$ cat src/hdl/spi_port_pkg.sv
package spi_port_pkg;

    // ----------------------------------------
    // Widths and counts
    // ----------------------------------------
    localparam int BYTE_W = 8;
    localparam int BIT_CNT_W = 3;
    localparam int SYNC_W = 7;
    localparam logic [BIT_CNT_W-1:0] BIT_FIRST = 3'h0;
    localparam logic [BIT_CNT_W-1:0] BIT_LAST = 3'h7;
    localparam logic [BYTE_W-1:0] TX_IDLE = 8'h00;
    localparam logic [BYTE_W-1:0] RX_RESET = 8'h00;

    // Cycles after reset release before the strap is caught
    localparam logic [1:0] STRAP_WAIT = 2'h3;

    // Host serial clock ceiling, for reference by the bench
    localparam int SCK_MAX_MHZ = 48;
    localparam int SYS_CLK_MHZ = 200;

    // ----------------------------------------
    // Bit positions in the synchroniser bus
    // ----------------------------------------
    localparam int SY_SCK = 0;
    localparam int SY_SEL = 1;
    localparam int SY_MOSI = 2;
    localparam int SY_RST = 3;
    localparam int SY_CFG = 4;
    localparam int SY_CEN = 5;
    localparam int SY_CPOL = 6;

    // ----------------------------------------
    // Frame states, Gray along idle-start-busy
    // ----------------------------------------
    typedef enum logic [1:0] {
        FRAME_IDLE = 2'b00,
        FRAME_START = 2'b01,
        FRAME_BUSY = 2'b11
    } frame_state_t;

endpackage

$ cat src/hdl/pin_sync.sv
`timescale 1ns/1ps
// Two-stage synchroniser for a bundle of unrelated levels
module pin_sync #(
    parameter int W = 1
) (
    input wire logic clk_sys_i,
    input wire logic rstn_i,
    input wire logic [W-1:0] async_i,
    output logic [W-1:0] sync_o
);

    logic [W-1:0] meta_q;

    // ----------------------------------------
    // Stage one feeds stage two only
    // ----------------------------------------
    always_ff @(posedge clk_sys_i or negedge rstn_i)
    begin
        if (!rstn_i)
        begin
            meta_q <= '0;
            sync_o <= '0;
        end
        else
        begin
            meta_q <= async_i;
            sync_o <= meta_q;
        end
    end

endmodule

$ cat src/hdl/spi_slave_host_port.sv
`timescale 1ns/1ps
module spi_slave_host_port (
    input wire logic clk_sys_i,
    input wire logic rstn_i,
    // Host pins
    input wire logic sck_i,
    input wire logic slave_select_low_i,
    input wire logic mosi_i,
    output logic miso_o,
    output logic miso_oe_n_o,
    input wire logic host_reset_low_i,
    input wire logic chip_en_i,
    input wire logic port_cfg_strap_i,
    input wire logic cpol_i,
    input wire logic cpha_i,
    output logic host_attention_low_o,
    // Core side
    output logic core_power_on_o,
    output logic port_ready_o,
    output logic frame_start_o,
    output logic frame_end_o,
    output logic [7:0] rx_byte_o,
    output logic rx_valid_o,
    output logic [7:0] byte_count_o,
    input wire logic [7:0] tx_byte_i,
    output logic tx_take_o,
    input wire logic attention_event_i,
    input wire logic attention_service_i
);

    // ----------------------------------------
    // Pin synchronisers
    // ----------------------------------------
    logic [spi_port_pkg::SYNC_W-1:0] pins_raw;
    logic [spi_port_pkg::SYNC_W-1:0] pins_s;
    logic cpha_s;

    assign pins_raw = {cpol_i, chip_en_i, port_cfg_strap_i,
                       host_reset_low_i, mosi_i, slave_select_low_i, sck_i};

    pin_sync #(
        .W(spi_port_pkg::SYNC_W)
    ) u_sync (
        .clk_sys_i(clk_sys_i),
        .rstn_i(rstn_i),
        .async_i(pins_raw),
        .sync_o(pins_s)
    );

    // Phase pin on its own pair so the bus stays one clean bundle
    pin_sync #(.W(1)) u_sync_cpha (
        .clk_sys_i(clk_sys_i),
        .rstn_i(rstn_i),
        .async_i(cpha_i),
        .sync_o(cpha_s)
    );

    // ----------------------------------------
    // Edge selection
    // ----------------------------------------
    // Pick leading or trailing edge by phase
    function automatic logic pick_edge(input logic sel, input logic lead,
                                       input logic trail);
        pick_edge = sel ? trail : lead;
    endfunction

    logic sck_prev_q, cpol_q, cpha_q, port_en_q;
    logic sck_rise, sck_fall, lead_edge, trail_edge;
    logic sample_edge, shift_edge, selected;
    logic [1:0] strap_cnt_q;
    spi_port_pkg::frame_state_t state_q;
    assign sck_rise = pins_s[spi_port_pkg::SY_SCK] & ~sck_prev_q;
    assign sck_fall = ~pins_s[spi_port_pkg::SY_SCK] & sck_prev_q;
    assign lead_edge = cpol_q ? sck_fall : sck_rise;
    assign trail_edge = cpol_q ? sck_rise : sck_fall;
    assign sample_edge = pick_edge(cpha_q, lead_edge, trail_edge);
    assign shift_edge = pick_edge(cpha_q, trail_edge, lead_edge);
    // Bus traffic counts only while selected and out of host reset
    assign selected = ~pins_s[spi_port_pkg::SY_SEL]
                    & pins_s[spi_port_pkg::SY_RST] & port_en_q;

    // Previous clock sample for edge finding
    always_ff @(posedge clk_sys_i or negedge rstn_i)
    begin
        if (!rstn_i)
            sck_prev_q <= 1'b0;
        else
            sck_prev_q <= pins_s[spi_port_pkg::SY_SCK];
    end

    // ----------------------------------------
    // Strap capture after reset release
    // ----------------------------------------
    // Waits for the synchroniser to settle; strap never read during reset
    always_ff @(posedge clk_sys_i or negedge rstn_i)
    begin
        if (!rstn_i)
        begin
            strap_cnt_q <= 2'h0;
            port_en_q <= 1'b0;
        end
        else if (strap_cnt_q != spi_port_pkg::STRAP_WAIT)
        begin
            strap_cnt_q <= strap_cnt_q + 2'h1;
            if (strap_cnt_q + 2'h1 == spi_port_pkg::STRAP_WAIT)
                port_en_q <= pins_s[spi_port_pkg::SY_CFG];
        end
    end

    // ----------------------------------------
    // Frame state and mode latch
    // ----------------------------------------
    // Mode is frozen per frame so a cpol or cpha pin change cannot split a byte
    always_ff @(posedge clk_sys_i or negedge rstn_i)
    begin
        if (!rstn_i)
        begin
            state_q <= spi_port_pkg::FRAME_IDLE;
            cpol_q <= 1'b0;
            cpha_q <= 1'b0;
        end
        else
        begin
            case (state_q)
                spi_port_pkg::FRAME_IDLE:
                begin
                    cpol_q <= pins_s[spi_port_pkg::SY_CPOL];
                    cpha_q <= cpha_s;
                    if (selected)
                        state_q <= spi_port_pkg::FRAME_START;
                end
                spi_port_pkg::FRAME_START:
                    state_q <= selected ? spi_port_pkg::FRAME_BUSY
                                        : spi_port_pkg::FRAME_IDLE;
                spi_port_pkg::FRAME_BUSY:
                    if (!selected)
                        state_q <= spi_port_pkg::FRAME_IDLE;
                default:
                    state_q <= spi_port_pkg::FRAME_IDLE;
            endcase
        end
    end

    logic in_frame;
    assign in_frame = (state_q == spi_port_pkg::FRAME_BUSY) & selected;

    // ----------------------------------------
    // Receive shifter and counters
    // ----------------------------------------
    logic [2:0] bit_cnt_q;
    logic [6:0] rx_sr_q;

    // One byte every eight sample edges, upward to the core
    always_ff @(posedge clk_sys_i or negedge rstn_i)
    begin
        if (!rstn_i)
        begin
            bit_cnt_q <= spi_port_pkg::BIT_FIRST;
            rx_sr_q <= 7'h00;
            rx_byte_o <= spi_port_pkg::RX_RESET;
            rx_valid_o <= 1'b0;
            byte_count_o <= 8'h00;
        end
        else
        begin
            rx_valid_o <= 1'b0;
            if (!selected)
            begin
                bit_cnt_q <= spi_port_pkg::BIT_FIRST;
                byte_count_o <= 8'h00;
            end
            else if (in_frame && sample_edge)
            begin
                rx_sr_q <= {rx_sr_q[5:0], pins_s[spi_port_pkg::SY_MOSI]};
                bit_cnt_q <= bit_cnt_q + 3'h1;
                if (bit_cnt_q == spi_port_pkg::BIT_LAST)
                begin
                    rx_byte_o <= {rx_sr_q, pins_s[spi_port_pkg::SY_MOSI]};
                    rx_valid_o <= 1'b1;
                    byte_count_o <= byte_count_o + 8'h01;
                end
            end
        end
    end

    // ----------------------------------------
    // Transmit shifter
    // ----------------------------------------
    logic [7:0] tx_sr_q;
    logic first_q;

    // Phase 0 presents bit 7 at select; phase 1 waits for the lead edge
    always_ff @(posedge clk_sys_i or negedge rstn_i)
    begin
        if (!rstn_i)
        begin
            tx_sr_q <= spi_port_pkg::TX_IDLE;
            first_q <= 1'b0;
            miso_o <= 1'b0;
            tx_take_o <= 1'b0;
        end
        else
        begin
            tx_take_o <= 1'b0;
            if (state_q == spi_port_pkg::FRAME_START)
            begin
                tx_sr_q <= tx_byte_i;
                tx_take_o <= 1'b1;
                first_q <= cpha_q;
                if (!cpha_q)
                    miso_o <= tx_byte_i[7];
            end
            else if (in_frame && shift_edge)
            begin
                if (first_q)
                begin
                    first_q <= 1'b0;
                    miso_o <= tx_sr_q[7];
                end
                else if (bit_cnt_q == spi_port_pkg::BIT_FIRST)
                begin
                    // Byte boundary: next reply byte from the core
                    tx_sr_q <= tx_byte_i;
                    tx_take_o <= 1'b1;
                    miso_o <= tx_byte_i[7];
                end
                else
                begin
                    tx_sr_q <= {tx_sr_q[6:0], 1'b0};
                    miso_o <= tx_sr_q[6];
                end
            end
        end
    end

    // ----------------------------------------
    // Output enable and frame strobes
    // ----------------------------------------
    // Released the cycle after selected drops, shared bus stays clean
    always_ff @(posedge clk_sys_i or negedge rstn_i)
    begin
        if (!rstn_i)
        begin
            miso_oe_n_o <= 1'b1;
            frame_start_o <= 1'b0;
            frame_end_o <= 1'b0;
        end
        else
        begin
            miso_oe_n_o <= ~(selected
                             && state_q != spi_port_pkg::FRAME_IDLE);
            frame_start_o <= (state_q == spi_port_pkg::FRAME_START);
            frame_end_o <= (state_q == spi_port_pkg::FRAME_BUSY) & ~selected;
        end
    end

    // ----------------------------------------
    // Sideband: power, ready, attention
    // ----------------------------------------
    logic pending_q;

    // New event wins over a service in the same cycle
    always_ff @(posedge clk_sys_i or negedge rstn_i)
    begin
        if (!rstn_i)
        begin
            pending_q <= 1'b0;
            host_attention_low_o <= 1'b1;
            core_power_on_o <= 1'b0;
            port_ready_o <= 1'b0;
        end
        else
        begin
            if (attention_event_i)
                pending_q <= 1'b1;
            else if (attention_service_i)
                pending_q <= 1'b0;
            host_attention_low_o <= ~(attention_event_i | (pending_q
                & ~attention_service_i));
            core_power_on_o <= pins_s[spi_port_pkg::SY_CEN];
            port_ready_o <= port_en_q & pins_s[spi_port_pkg::SY_RST];
        end
    end

endmodule

$ cat config.mk
export PLATFORM = sky130hd
export DESIGN_NAME = spi_slave_host_port
export DESIGN_NICKNAME = d
export VERILOG_FILES = /design/src/hdl/spi_port_pkg.sv /design/src/hdl/pin_sync.sv /design/src/hdl/spi_slave_host_port.sv
export SDC_FILE = /design/constraint.sdc
export NUM_CORES = 1
export LEC_CHECK = 0
export ABC_AREA = 1
export BUFFER_PORTS_ARGS = -buffer_cell sky130_fd_sc_hd__buf_2
export CAP_MARGIN = 20
export CORE_MARGIN = 10
export CORE_UTILIZATION = 55
export CTS_CLUSTER_SIZE = 14
export DETAILED_ROUTE_END_ITERATION = 8
export GPL_TIMING_DRIVEN = 0
export PLACE_DENSITY = 0.85
export SYNTH_ARGS = -nofsm -noshare
export SYNTH_HDL_FRONTEND = slang
export SYNTH_SLANG_ARGS = --single-unit
$ cat constraint.sdc
create_clock -name clk_sys_i -period 3.91 [get_ports clk_sys_i]
set_input_delay 0.391 -clock clk_sys_i [delete_from_list [all_inputs] [get_ports clk_sys_i]]
set_output_delay 0.391 -clock clk_sys_i [all_outputs]
set_load 0.02 [all_outputs]
# After elaboration in Yosys (flattened, before gate mapping)
# Cells that the tools add are included.
# classes
addsub	3
n_eq_ne	11
mux	33
n_bitwise	16
n_reduce_logical	15
# op_table
cell	n
two-way mux 8 bit	7
two-way mux 1 bit	20
AND reduction 2 bit	6
adder 8 x 1 -> 8 bit, second input constant	1
AND 1 bit	8
!= test 2 bit, second input constant	4
NOT 1 bit	7
two-way mux 2 bit	3
two-way mux 3 bit	2
!= test 2 x 1 -> 1 bit, second input constant	3
case mux 2 bit (3 select lines)	1
nonzero test 2 bit	3
equality test 2 bit, second input constant	2
adder 3 x 1 -> 3 bit, second input constant	1
equality test 3 bit, second input constant	1
logical AND 1 bit	3
zero test 3 bit	1
AND reduction 3 bit	1
adder 2 x 1 -> 2 bit, second input constant	1
equality test 2 x 1 -> 1 bit, second input constant	1
zero test 2 bit	1
OR 1 bit	1
# totals
reg_bits	69
inputBits	20
word_cells	104

# Longest topological paths before layout
# Gate-level depths: netlist (run 1).
# depth
ltp_word	7
ltp_mapped	11
mapped_depth_nobuf	11

# By module
# Synthesis (run 1) repeated with hierarchy kept, for this count alone.
# unflattened
cells_unflattened	292
hier_area_um2	2844.0
# modules_own_cells
mod	n_inst	cells_each	area_each_um2
spi_slave_host_port	1	276	2443.6
pin_sync at u_sync	1	14	350.3
pin_sync at u_sync_cpha	1	2	50.0

# Least setup slack after synthesis (run 1)
# No wires, ideal clock.
# synth_timing
path_kind	register to register
from	register byte_count_o[0]
to	register byte_count_o[4]
t_arrival_ns	1.155
path_slack_ns	2.637
stages_incl_launch_ff	9
path_buffers	0
cell_sequence	dfrtp_1 ha_1 nand2_1 inv_1 nand2_1 xor2_1 inv_1 nand2_1 nand2_1
# synth_via
elab_chain_cells	4
# synth_rtl
element	line_no	source
from (decl)	spi_slave_host_port.sv:24	output logic [7:0] byte_count_o,
from (signal assigned)	spi_slave_host_port.sv:180	byte_count_o <= byte_count_o + 8'h01;
adder 8 x 1 -> 8 bit	spi_slave_host_port.sv:180	
two-way mux 8 bit	spi_slave_host_port.sv:176	if (bit_cnt_q == spi_port_pkg::BIT_LAST)
two-way mux 8 bit	spi_slave_host_port.sv:172	else if (in_frame && sample_edge)
two-way mux 8 bit	spi_slave_host_port.sv:167	if (!selected)
# Every way passes these cells. The select of a mux whose other input is x is not followed.
# A chain may end at the register's enable or synchronous reset.

# Final worst setup path (run 1)
# layout_timing
from	register bit_cnt_q[0]
to	register tx_sr_q[4]
# layout_via
elab_chain_cells	5
# layout_rtl
element	line_no	source
from (decl)	spi_slave_host_port.sv:150	logic [2:0] bit_cnt_q;
from (signal assigned)	spi_slave_host_port.sv:158	bit_cnt_q <= spi_port_pkg::BIT_FIRST;
from (signal assigned)	spi_slave_host_port.sv:169	bit_cnt_q <= spi_port_pkg::BIT_FIRST;
from (signal assigned)	spi_slave_host_port.sv:175	bit_cnt_q <= bit_cnt_q + 3'h1;
zero test 3 bit	spi_slave_host_port.sv:220	else if (bit_cnt_q == spi_port_pkg::BIT_FIRST)
two-way mux 8 bit	spi_slave_host_port.sv:220	
two-way mux 8 bit	spi_slave_host_port.sv:215	if (first_q)
two-way mux 8 bit	spi_slave_host_port.sv:213	else if (in_frame && shift_edge)
two-way mux 8 bit	spi_slave_host_port.sv:205	if (state_q == spi_port_pkg::FRAME_START)
to (signal assigned)	spi_slave_host_port.sv:207	tx_sr_q <= tx_byte_i;
to (signal assigned)	spi_slave_host_port.sv:223	tx_sr_q <= tx_byte_i;
to (signal assigned)	spi_slave_host_port.sv:229	tx_sr_q <= {tx_sr_q[6:0], 1'b0};
to (decl)	spi_slave_host_port.sv:189	logic [7:0] tx_sr_q;
# Every way passes these cells. The select of a mux whose other input is x is not followed.

==> summary.md, run 1 <==
| Metric | Value |
|---|---|
| Min setup slack post-route | `2.44 ns` |
| GP Congestion | `0.799` |
| Relative slew margins | `45.2%` |
| F_max | `0.679 GHz` |
| Met2 Resource Use GR | `19.6%` |
| Area Growth Syn to Fin | `17.7%` |
| Async S/R FF share, synth | `100%` |
| Initial core utilization | `56.2%` |
| Vias in the first global route | `1,993` |
| Via Count | `2,036` |
| Worst min path class | `in -> async` |
| H-tree levels | `3` |
| Post-route cell area | `3340 sq um` |
| Die H | `91.8 um` |
| CP required | `4.19 ns` |
| Post-layout instance count excluding filler cells | `418` |
| Clock transition at path regs | `0.07 ns` |
| Leakage | `1.81 nW` |
| Total GRT Usage | `12.6%` |
| Power Dens Cells | `428 nW/um^2` |
| CTS tree | `yes` |
| Post-DP Area | `3150 sq um` |
| Final Setup Violations | `0` |
| Pre-antenna DRT Iters | `4` |
| Post-layout nets | `369` |
| Hold Violations, Final | `0` |
| CTS Sinks | `69` |
| Post-Place Cells | `402` |
| First-pass GRT wire length | `8600 um` |
| Mapped Area | `2840 sq um` |
| Largest net degree at the start of global routing | `70` |
| Area of the multi-input gates | `936 sq um` |
| CTS Buffer Depth | `2` |
| YS warnings | `0` |
| GRT Max-Usage Layer | `met2` |
| Worst-Skew Late Latency | `0.34 ns` |
| Yosys top cell by area | `dfrtp_1` |
| Worst-margin pin slew | `0.823 ns` |
| Top cell types by occurrence after synthesis | `nand2_1 (91), dfrtp_1 (67), inv_1 (35), nand3_1 (30), o21ai_1 (8)` |
| # diodes | `0` |
| Register area | `1730 sq um` |
| Count of different cell masters after synthesis | `28` |
| Met3 Usage GRT | `5.05%` |
| DR iter-0 viols | `82` |
| Root Buffer | `clkbuf_8` |
| CP Launch Type | `register` |
| Routed wire length | `5020 um` |
| Clock skew | `0.00779 ns` |
| Gate Count Post-Synth | `288` |
| Area share of the largest cell type after synthesis | `59.1%` |
| Antenna violations before repair | `0` |
| Top-count cell post-synth | `nand2_1` |
| Share of layout cells above drive strength 1 | `24.7%` |
| Critical path class | `reg -> reg` |
| TNS Setup | `0 ns` |
| FF+latch count, synth | `69` |
| Critical Path AT | `1.75 ns` |
| Die width | `91.8 um` |
| Critical-path maximum fanout | `7` |
| Pre-CTS WS | `2.46 ns` |
| Drt drc | `0` |
| TritonCTS buffer count | `9` |
| Hpwl dp | `3620 um` |
| Ranking of synthesized cells by area | `dfrtp_1 (59%), nand2_1 (12%), nand3_1 (5.3%), inv_1 (4.6%), ha_1 (2.6%)` |
| Crit path capture type | `register` |
| Max Transition Viols Final | `0` |
| Avg Cell Area, Syn | `9.84 sq um` |
| Outcome | `completed` |
| Final period utilization | `37.7%` |
| VDD IR-drop max | `0.300 mV` |
| Vias/cell | `4.87` |
| Die ar. | `8430 sq um` |
| Syn nets | `314` |
| I/O Buffers | `44` |
| Share of the yosys chip area belonging to registers | `61.0%` |
| Setup bufs post-CTS | `0` |
| RSZ-0062 raised after global routing | `no` |
| Routed Antenna Nets | `0` |
| Fin crit period | `1.47 ns` |
| Post-synth EDFFs | `0` |
| Max_cap viols | `0` |
| Routed len/inst | `12.0 um` |
| Cts hold-fix bufs | `0` |
| Total core area | `5040 sq um` |
| Fillers | `398` |
| # rows | `26` |
| GRT met1 Usage | `14.1%` |
| Remaining global-route overflow | `0` |
| IO Pins | `45` |
| Synth Flop Type | `dfrtp_1` |
| PostCTS Resize Cnt | `0` |
[power breakdown]
group          leakage, nW  switching, mW  internal [mW]  total, mW
Combinational        0.845         0.0662         0.0343      0.100
Sequential           0.875         0.0194          0.754      0.773
Clock               0.0923          0.261          0.293      0.554
[state kept, by name, summed over array words and instances, names as in the netlist, 2 cells and up]
name           cells
u_sync.meta_q      7
bit_cnt_q          3
rx_sr_q            7
state_q            2
rx_byte_o          8
tx_sr_q            8
byte_count_o       8
strap_cnt_q        2
u_sync.sync_o      7
[area by class of cell]
type / count / share of cell area, %
Clock inverter: 6 / 1.91
Timing Repair Buffer: 44 / 6.67
Clock buffer: 10 / 3.82
Buffer: 4 / 1.05
Inverter: 36 / 4.05
Sequential cell: 69 / 51.8
Multi-Input combinational cell: 179 / 28.0
Tap cell: 70 / 2.62
[worst paths after layout]
kind	start	to	slack [ns]	cells past startpoint
max	bit_cnt_q[0]$_DFFE_PN0P_	tx_sr_q[4]$_DFFE_PN0P_	2.44	9
max in group asynchronous	rstn_i	rx_byte_o[4]$_DFFE_PN0P_	3.23	1
min in group clk_sys_i	sck_i	u_sync.meta_q[0]$_DFF_PN0_	0.15	1
max reg2reg	bit_cnt_q[0]$_DFFE_PN0P_	tx_sr_q[4]$_DFFE_PN0P_	2.44	9
min reg2reg	u_sync.meta_q[0]$_DFF_PN0_	u_sync.sync_o[0]$_DFF_PN0_	0.35	0
min	rstn_i	tx_sr_q[0]$_DFFE_PN0P_	0.13	1
[layout by cell type (no fill, tap or decap), types with 2 or more instances in the layout]
master / n
nand2_1: 91
dfrtp_1: 67
buf_2: 44
inv_1: 35
nand3_1: 30
clkbuf_8: 9
o21ai_1: 8
nor2_1: 7
o21ai_2: 7
o21ai_0: 6
ha_1: 6
nand2_2: 5
xor2_1: 3
a21oi_1: 2
buf_6: 2
nand4_1: 2
buf_4: 2
nand2_4: 2
xnor2_1: 2
clkinvlp_4: 2
clkinv_2: 2
dfstp_2: 2
[per-layer routing]
layer	vias to the layer above	wire length, um
met5	-	0
met4	0	111
met3	9	364
met2	48	2290
met1	961	2260
li1	1018	-
[critical path, stage by stage (launching register included)]
cell,delay [ns]
dfrtp_1,0.40
inv_1,0.06
ha_1,0.19
nand2_1,0.12
nand2_2,0.12
inv_1,0.21
nand2_1,0.08
nand2_1,0.07
nand3_1,0.07
nand2_1,0.08
[stage by stage]
step / hold WS, ns / utilization (%) / power, mW
after floorplan: 0.0954 / - / 0.845
after global placement: 0.333 / 62.3 / 0.884
after detailed placement: 0.335 / 62.4 / 0.890
after CTS: 0.132 / 66.2 / 1.45
after global routing: 0.127 / 66.2 / 1.50
final: 0.126 / 66.2 / 1.43
[kinds of logic (layout without fill, tap and decap cells)]
| family | count (synthesis) | after routing | share of synthesized area (%) |
|---|---|---|---|
| and+or+nand+nor | 142 | 142 | 22.9 |
| DFF | 69 | 69 | 61.0 |
| buffers and inverters | 40 | 100 | 6.00 |
| AOI/OAI and AO/OA | 25 | 25 | 5.47 |
| adders and majority gates | 6 | 6 | 2.65 |
| xor gates and xnor gates | 5 | 5 | 1.54 |
| muxes | 1 | 1 | 0.397 |
Note: power is estimated with default switching activity, not from simulation.
==> run 2, diff against run 1 <==
--- a/config.mk
+++ b/config.mk
@@ -9,11 +9,11 @@
 export BUFFER_PORTS_ARGS = -buffer_cell sky130_fd_sc_hd__buf_2
 export CAP_MARGIN = 20
 export CORE_MARGIN = 10
-export CORE_UTILIZATION = 55
+export CORE_UTILIZATION = 50
 export CTS_CLUSTER_SIZE = 14
 export DETAILED_ROUTE_END_ITERATION = 8
 export GPL_TIMING_DRIVEN = 0
-export PLACE_DENSITY = 0.85
+export PLACE_DENSITY = 0.82
 export SYNTH_ARGS = -nofsm -noshare
 export SYNTH_HDL_FRONTEND = slang
 export SYNTH_SLANG_ARGS = --single-unit
==> constraint.sdc (replaced) <==
create_clock -name clk_sys_i -period 1.3 [get_ports clk_sys_i]
set_input_delay 0.13 -clock clk_sys_i [delete_from_list [all_inputs] [get_ports clk_sys_i]]
set_output_delay 0.13 -clock clk_sys_i [all_outputs]
set_load 0.02 [all_outputs]
==> summary.md, run 2 (synthesized netlist as in run 1, its figures left out) <==
| Metric | Value |
|---|---|
| Outcome | `finished with violations` |
| Worst-Skew Late Latency | `0.35 ns (about the same)` |
| Die H | `95.3 um (+3.8%)` |
| Fillers | `393 (-1.3%)` |
| Crit. path cell count | `7 (-2)` |
| Routed len/inst | `13.6 um (+14%)` |
| Worst r2r src | `cpol_q$_DFFE_PN0P_` |
| Top Registers | `byte_count_o: 8 flops, rx_byte_o: 8 flops, tx_sr_q: 8 flops` |
| Post-layout instance count excluding filler cells | `450 (+7.7%)` |
| Worst-margin pin slew | `0.823 ns (+0.000582 ns)` |
| Fin crit period | `1.39 ns (-0.0865 ns)` |
| # diodes | `0 (unchanged)` |
| Die width | `95.3 um (+3.8%)` |
| Area Growth Syn to Fin | `36.1%` |
| Min setup slack post-route | `-0.0864 ns (-2.52 ns)` |
| IO Pins | `45 (unchanged)` |
| Initial core utilization | `51.5% (-4.7 points)` |
| Power Dens Cells | `1200 nW/um^2 (+180%)` |
| F_max | `0.721 GHz (+6.2%)` |
| Vias/cell | `4.88 (about the same)` |
| First-pass GRT wire length | `10,200 um (+19%)` |
| Max incr delay on CP | `0.41 ns (about the same)` |
| Leakage | `2.00 nW (+10%)` |
| # rows | `27 (+3.8%)` |
| Critical path class | `reg -> reg` |
| TritonCTS buffer count | `9 (unchanged)` |
| Clock skew | `0.00772 ns (-0.0000732 ns)` |
| CP Launch Type | `register` |
| R2R depth | `7 (-2)` |
| Total GRT Usage | `14.4% (+1.9 points)` |
| VDD IR-drop max | `0.781 mV (+160%)` |
| Worst min path class | `in -> reg` |
| Commonest non-fill, non-tap cell in the layout | `nand2_1` |
| Hold Violations, Final | `0 (unchanged)` |
| Critical Path AT | `1.63 ns (-0.12 ns)` |
| Remaining global-route overflow | `0 (unchanged)` |
| Hold WS | `0.0551 ns (-0.0712 ns)` |
| Largest net degree at the start of global routing | `70 (unchanged)` |
| Relative slew margins | `45.1% (about the same)` |
| CP delay by family, top | `simple AND/OR/NAND/NOR gates` |
| CTS Sinks | `69 (unchanged)` |
| Via Count | `2,194 (+7.8%)` |
| RSZ-0062 raised after global routing | `yes` |
| GP Congestion | `0.777 (-2.7%)` |
| Share of layout cells above drive strength 1 | `37.6% (+13 points)` |
| Clock transition at path regs | `0.07 ns (about the same)` |
| Max Transition Viols Final | `0 (unchanged)` |
| Die ar. | `9080 sq um (+7.8%)` |
| DR iter-0 viols | `155 (+89%)` |
| Total chip power | `4.62 mW (+220%)` |
| Post-Place Cells | `404 (+0.50%)` |
| Total core area | `5510 sq um (+9.2%)` |
| Failing checks | `setup timing` |
| TNS Setup | `-2.10 ns (-2.10 ns)` |
| CTS Buffer Depth | `2 (unchanged)` |
| Final core utilization | `70.1% (+3.9 points)` |
| R2R Path End | `rx_byte_o[0]$_DFFE_PN0P_` |
| Max_cap viols | `0 (unchanged)` |
| Slowest CP cell | `dfrtp_1` |
| Final Setup Violations | `36 (+36)` |
| CP cell instances | `inv_2, nand3_2, nand3_4, nand4_4, buf_4, nand2_1, o21ai_2` |
| Final period utilization | `107% (+69 points)` |
| Setup crit end | `rx_byte_o[0]$_DFFE_PN0P_` |
| CP Buf/Inv Count | `2 (unchanged)` |
| H-tree levels | `3 (unchanged)` |
| Crit path from | `cpol_q$_DFFE_PN0P_` |
| Routed Antenna Nets | `0 (unchanged)` |
| Crit path capture type | `register` |
| CP required | `1.54 ns (-2.65 ns)` |
| Pre-antenna DRT Iters | `4 (unchanged)` |
| I/O Buffers | `44 (unchanged)` |
| Critical-path maximum fanout | `7 (unchanged)` |
| Routed wire length | `6140 um (+22%)` |
| Vias in the first global route | `2,205 (+11%)` |
| Worst R2R Setup Slack | `-0.09 ns (-2.52 ns)` |
| Antenna violations before repair | `0 (unchanged)` |
| Hpwl dp | `3730 um (+3.1%)` |
| Root Buffer | `clkbuf_8` |
| Post-layout nets | `400 (+8.4%)` |
| Commonest non-fill, non-tap cells in the layout | `nand2_1 (83), dfrtp_1 (64), buf_2 (43)` |
| CTS tree | `yes` |
| Drt drc | `0 (unchanged)` |
[run 2: stage by stage]
step	area, sq um	setup WS, ns
floorplan	2840	0.0265
global placement	3150	-0.180
detailed placement	3150	-0.156
CTS	3750	-0.0849
global route	3860	-0.168
finish	3860	-0.0864
[run 2: power breakdown]
part           total [mW]  switching, mW  internal (mW)
sequential           2.34         0.0682           2.27
combinational       0.394          0.234          0.161
clock                1.89          0.777           1.11
total                4.62           1.08           3.54
[run 2: per-layer routing]
metal | up-vias | track usage (%) | wire length, um
li1 | 1082 | - | -
met1 | 1055 | 16.5 | 2490
met2 | 47 | 23.0 | 3060
met3 | 10 | 5.89 | 474
met4 | 0 | 7.11 | 112
met5 | - | 0 | 0
[run 2: how the worst min path moves through the flow]
stage	from	endpoint	slack (ns)	cells after the start
floorplan	rstn_i	bit_cnt_q[0]$_DFFE_PN0P_	-0.17	0
global placement	host_reset_low_i	u_sync.meta_q[3]$_DFF_PN0_	0.24	1
detailed placement	slave_select_low_i	u_sync.meta_q[1]$_DFF_PN0_	0.24	1
CTS	attention_service_i	pending_q$_DFFE_PN0P_	0.04	4
global route	attention_service_i	pending_q$_DFFE_PN0P_	0.1	4
finish	attention_service_i	pending_q$_DFFE_PN0P_	0.06	4
[run 2: area by class of cell]
type / count / area, sq um / area share (%)
plain buffers: 4 / 45.0 / 1.17
inverters: 36 / 140 / 3.63
well taps: 72 / 90.1 / 2.33
multi-input cells: 179 / 1120 / 29.1
clock inverters: 5 / 75.1 / 1.94
clock buffers: 10 / 138 / 3.57
flip-flops and latches: 69 / 1730 / 44.9
repair buffers: 75 / 515 / 13.4
[run 2: worst min-delay path, stage by stage]
cell and delay, ns:
buf_2 0.09, inv_1 0.04, a21oi_1 0.06, inv_1 0.05
[run 2: repair_timing]
action	4_1_cts	5_1_grt
setup buffers	16	2
endpoints found under the setup margin	36	40
gates resized for setup	39	24
cloned	2	0
hold buffers	11	0
pin swaps	13	7
hold endpoints to repair	77	0
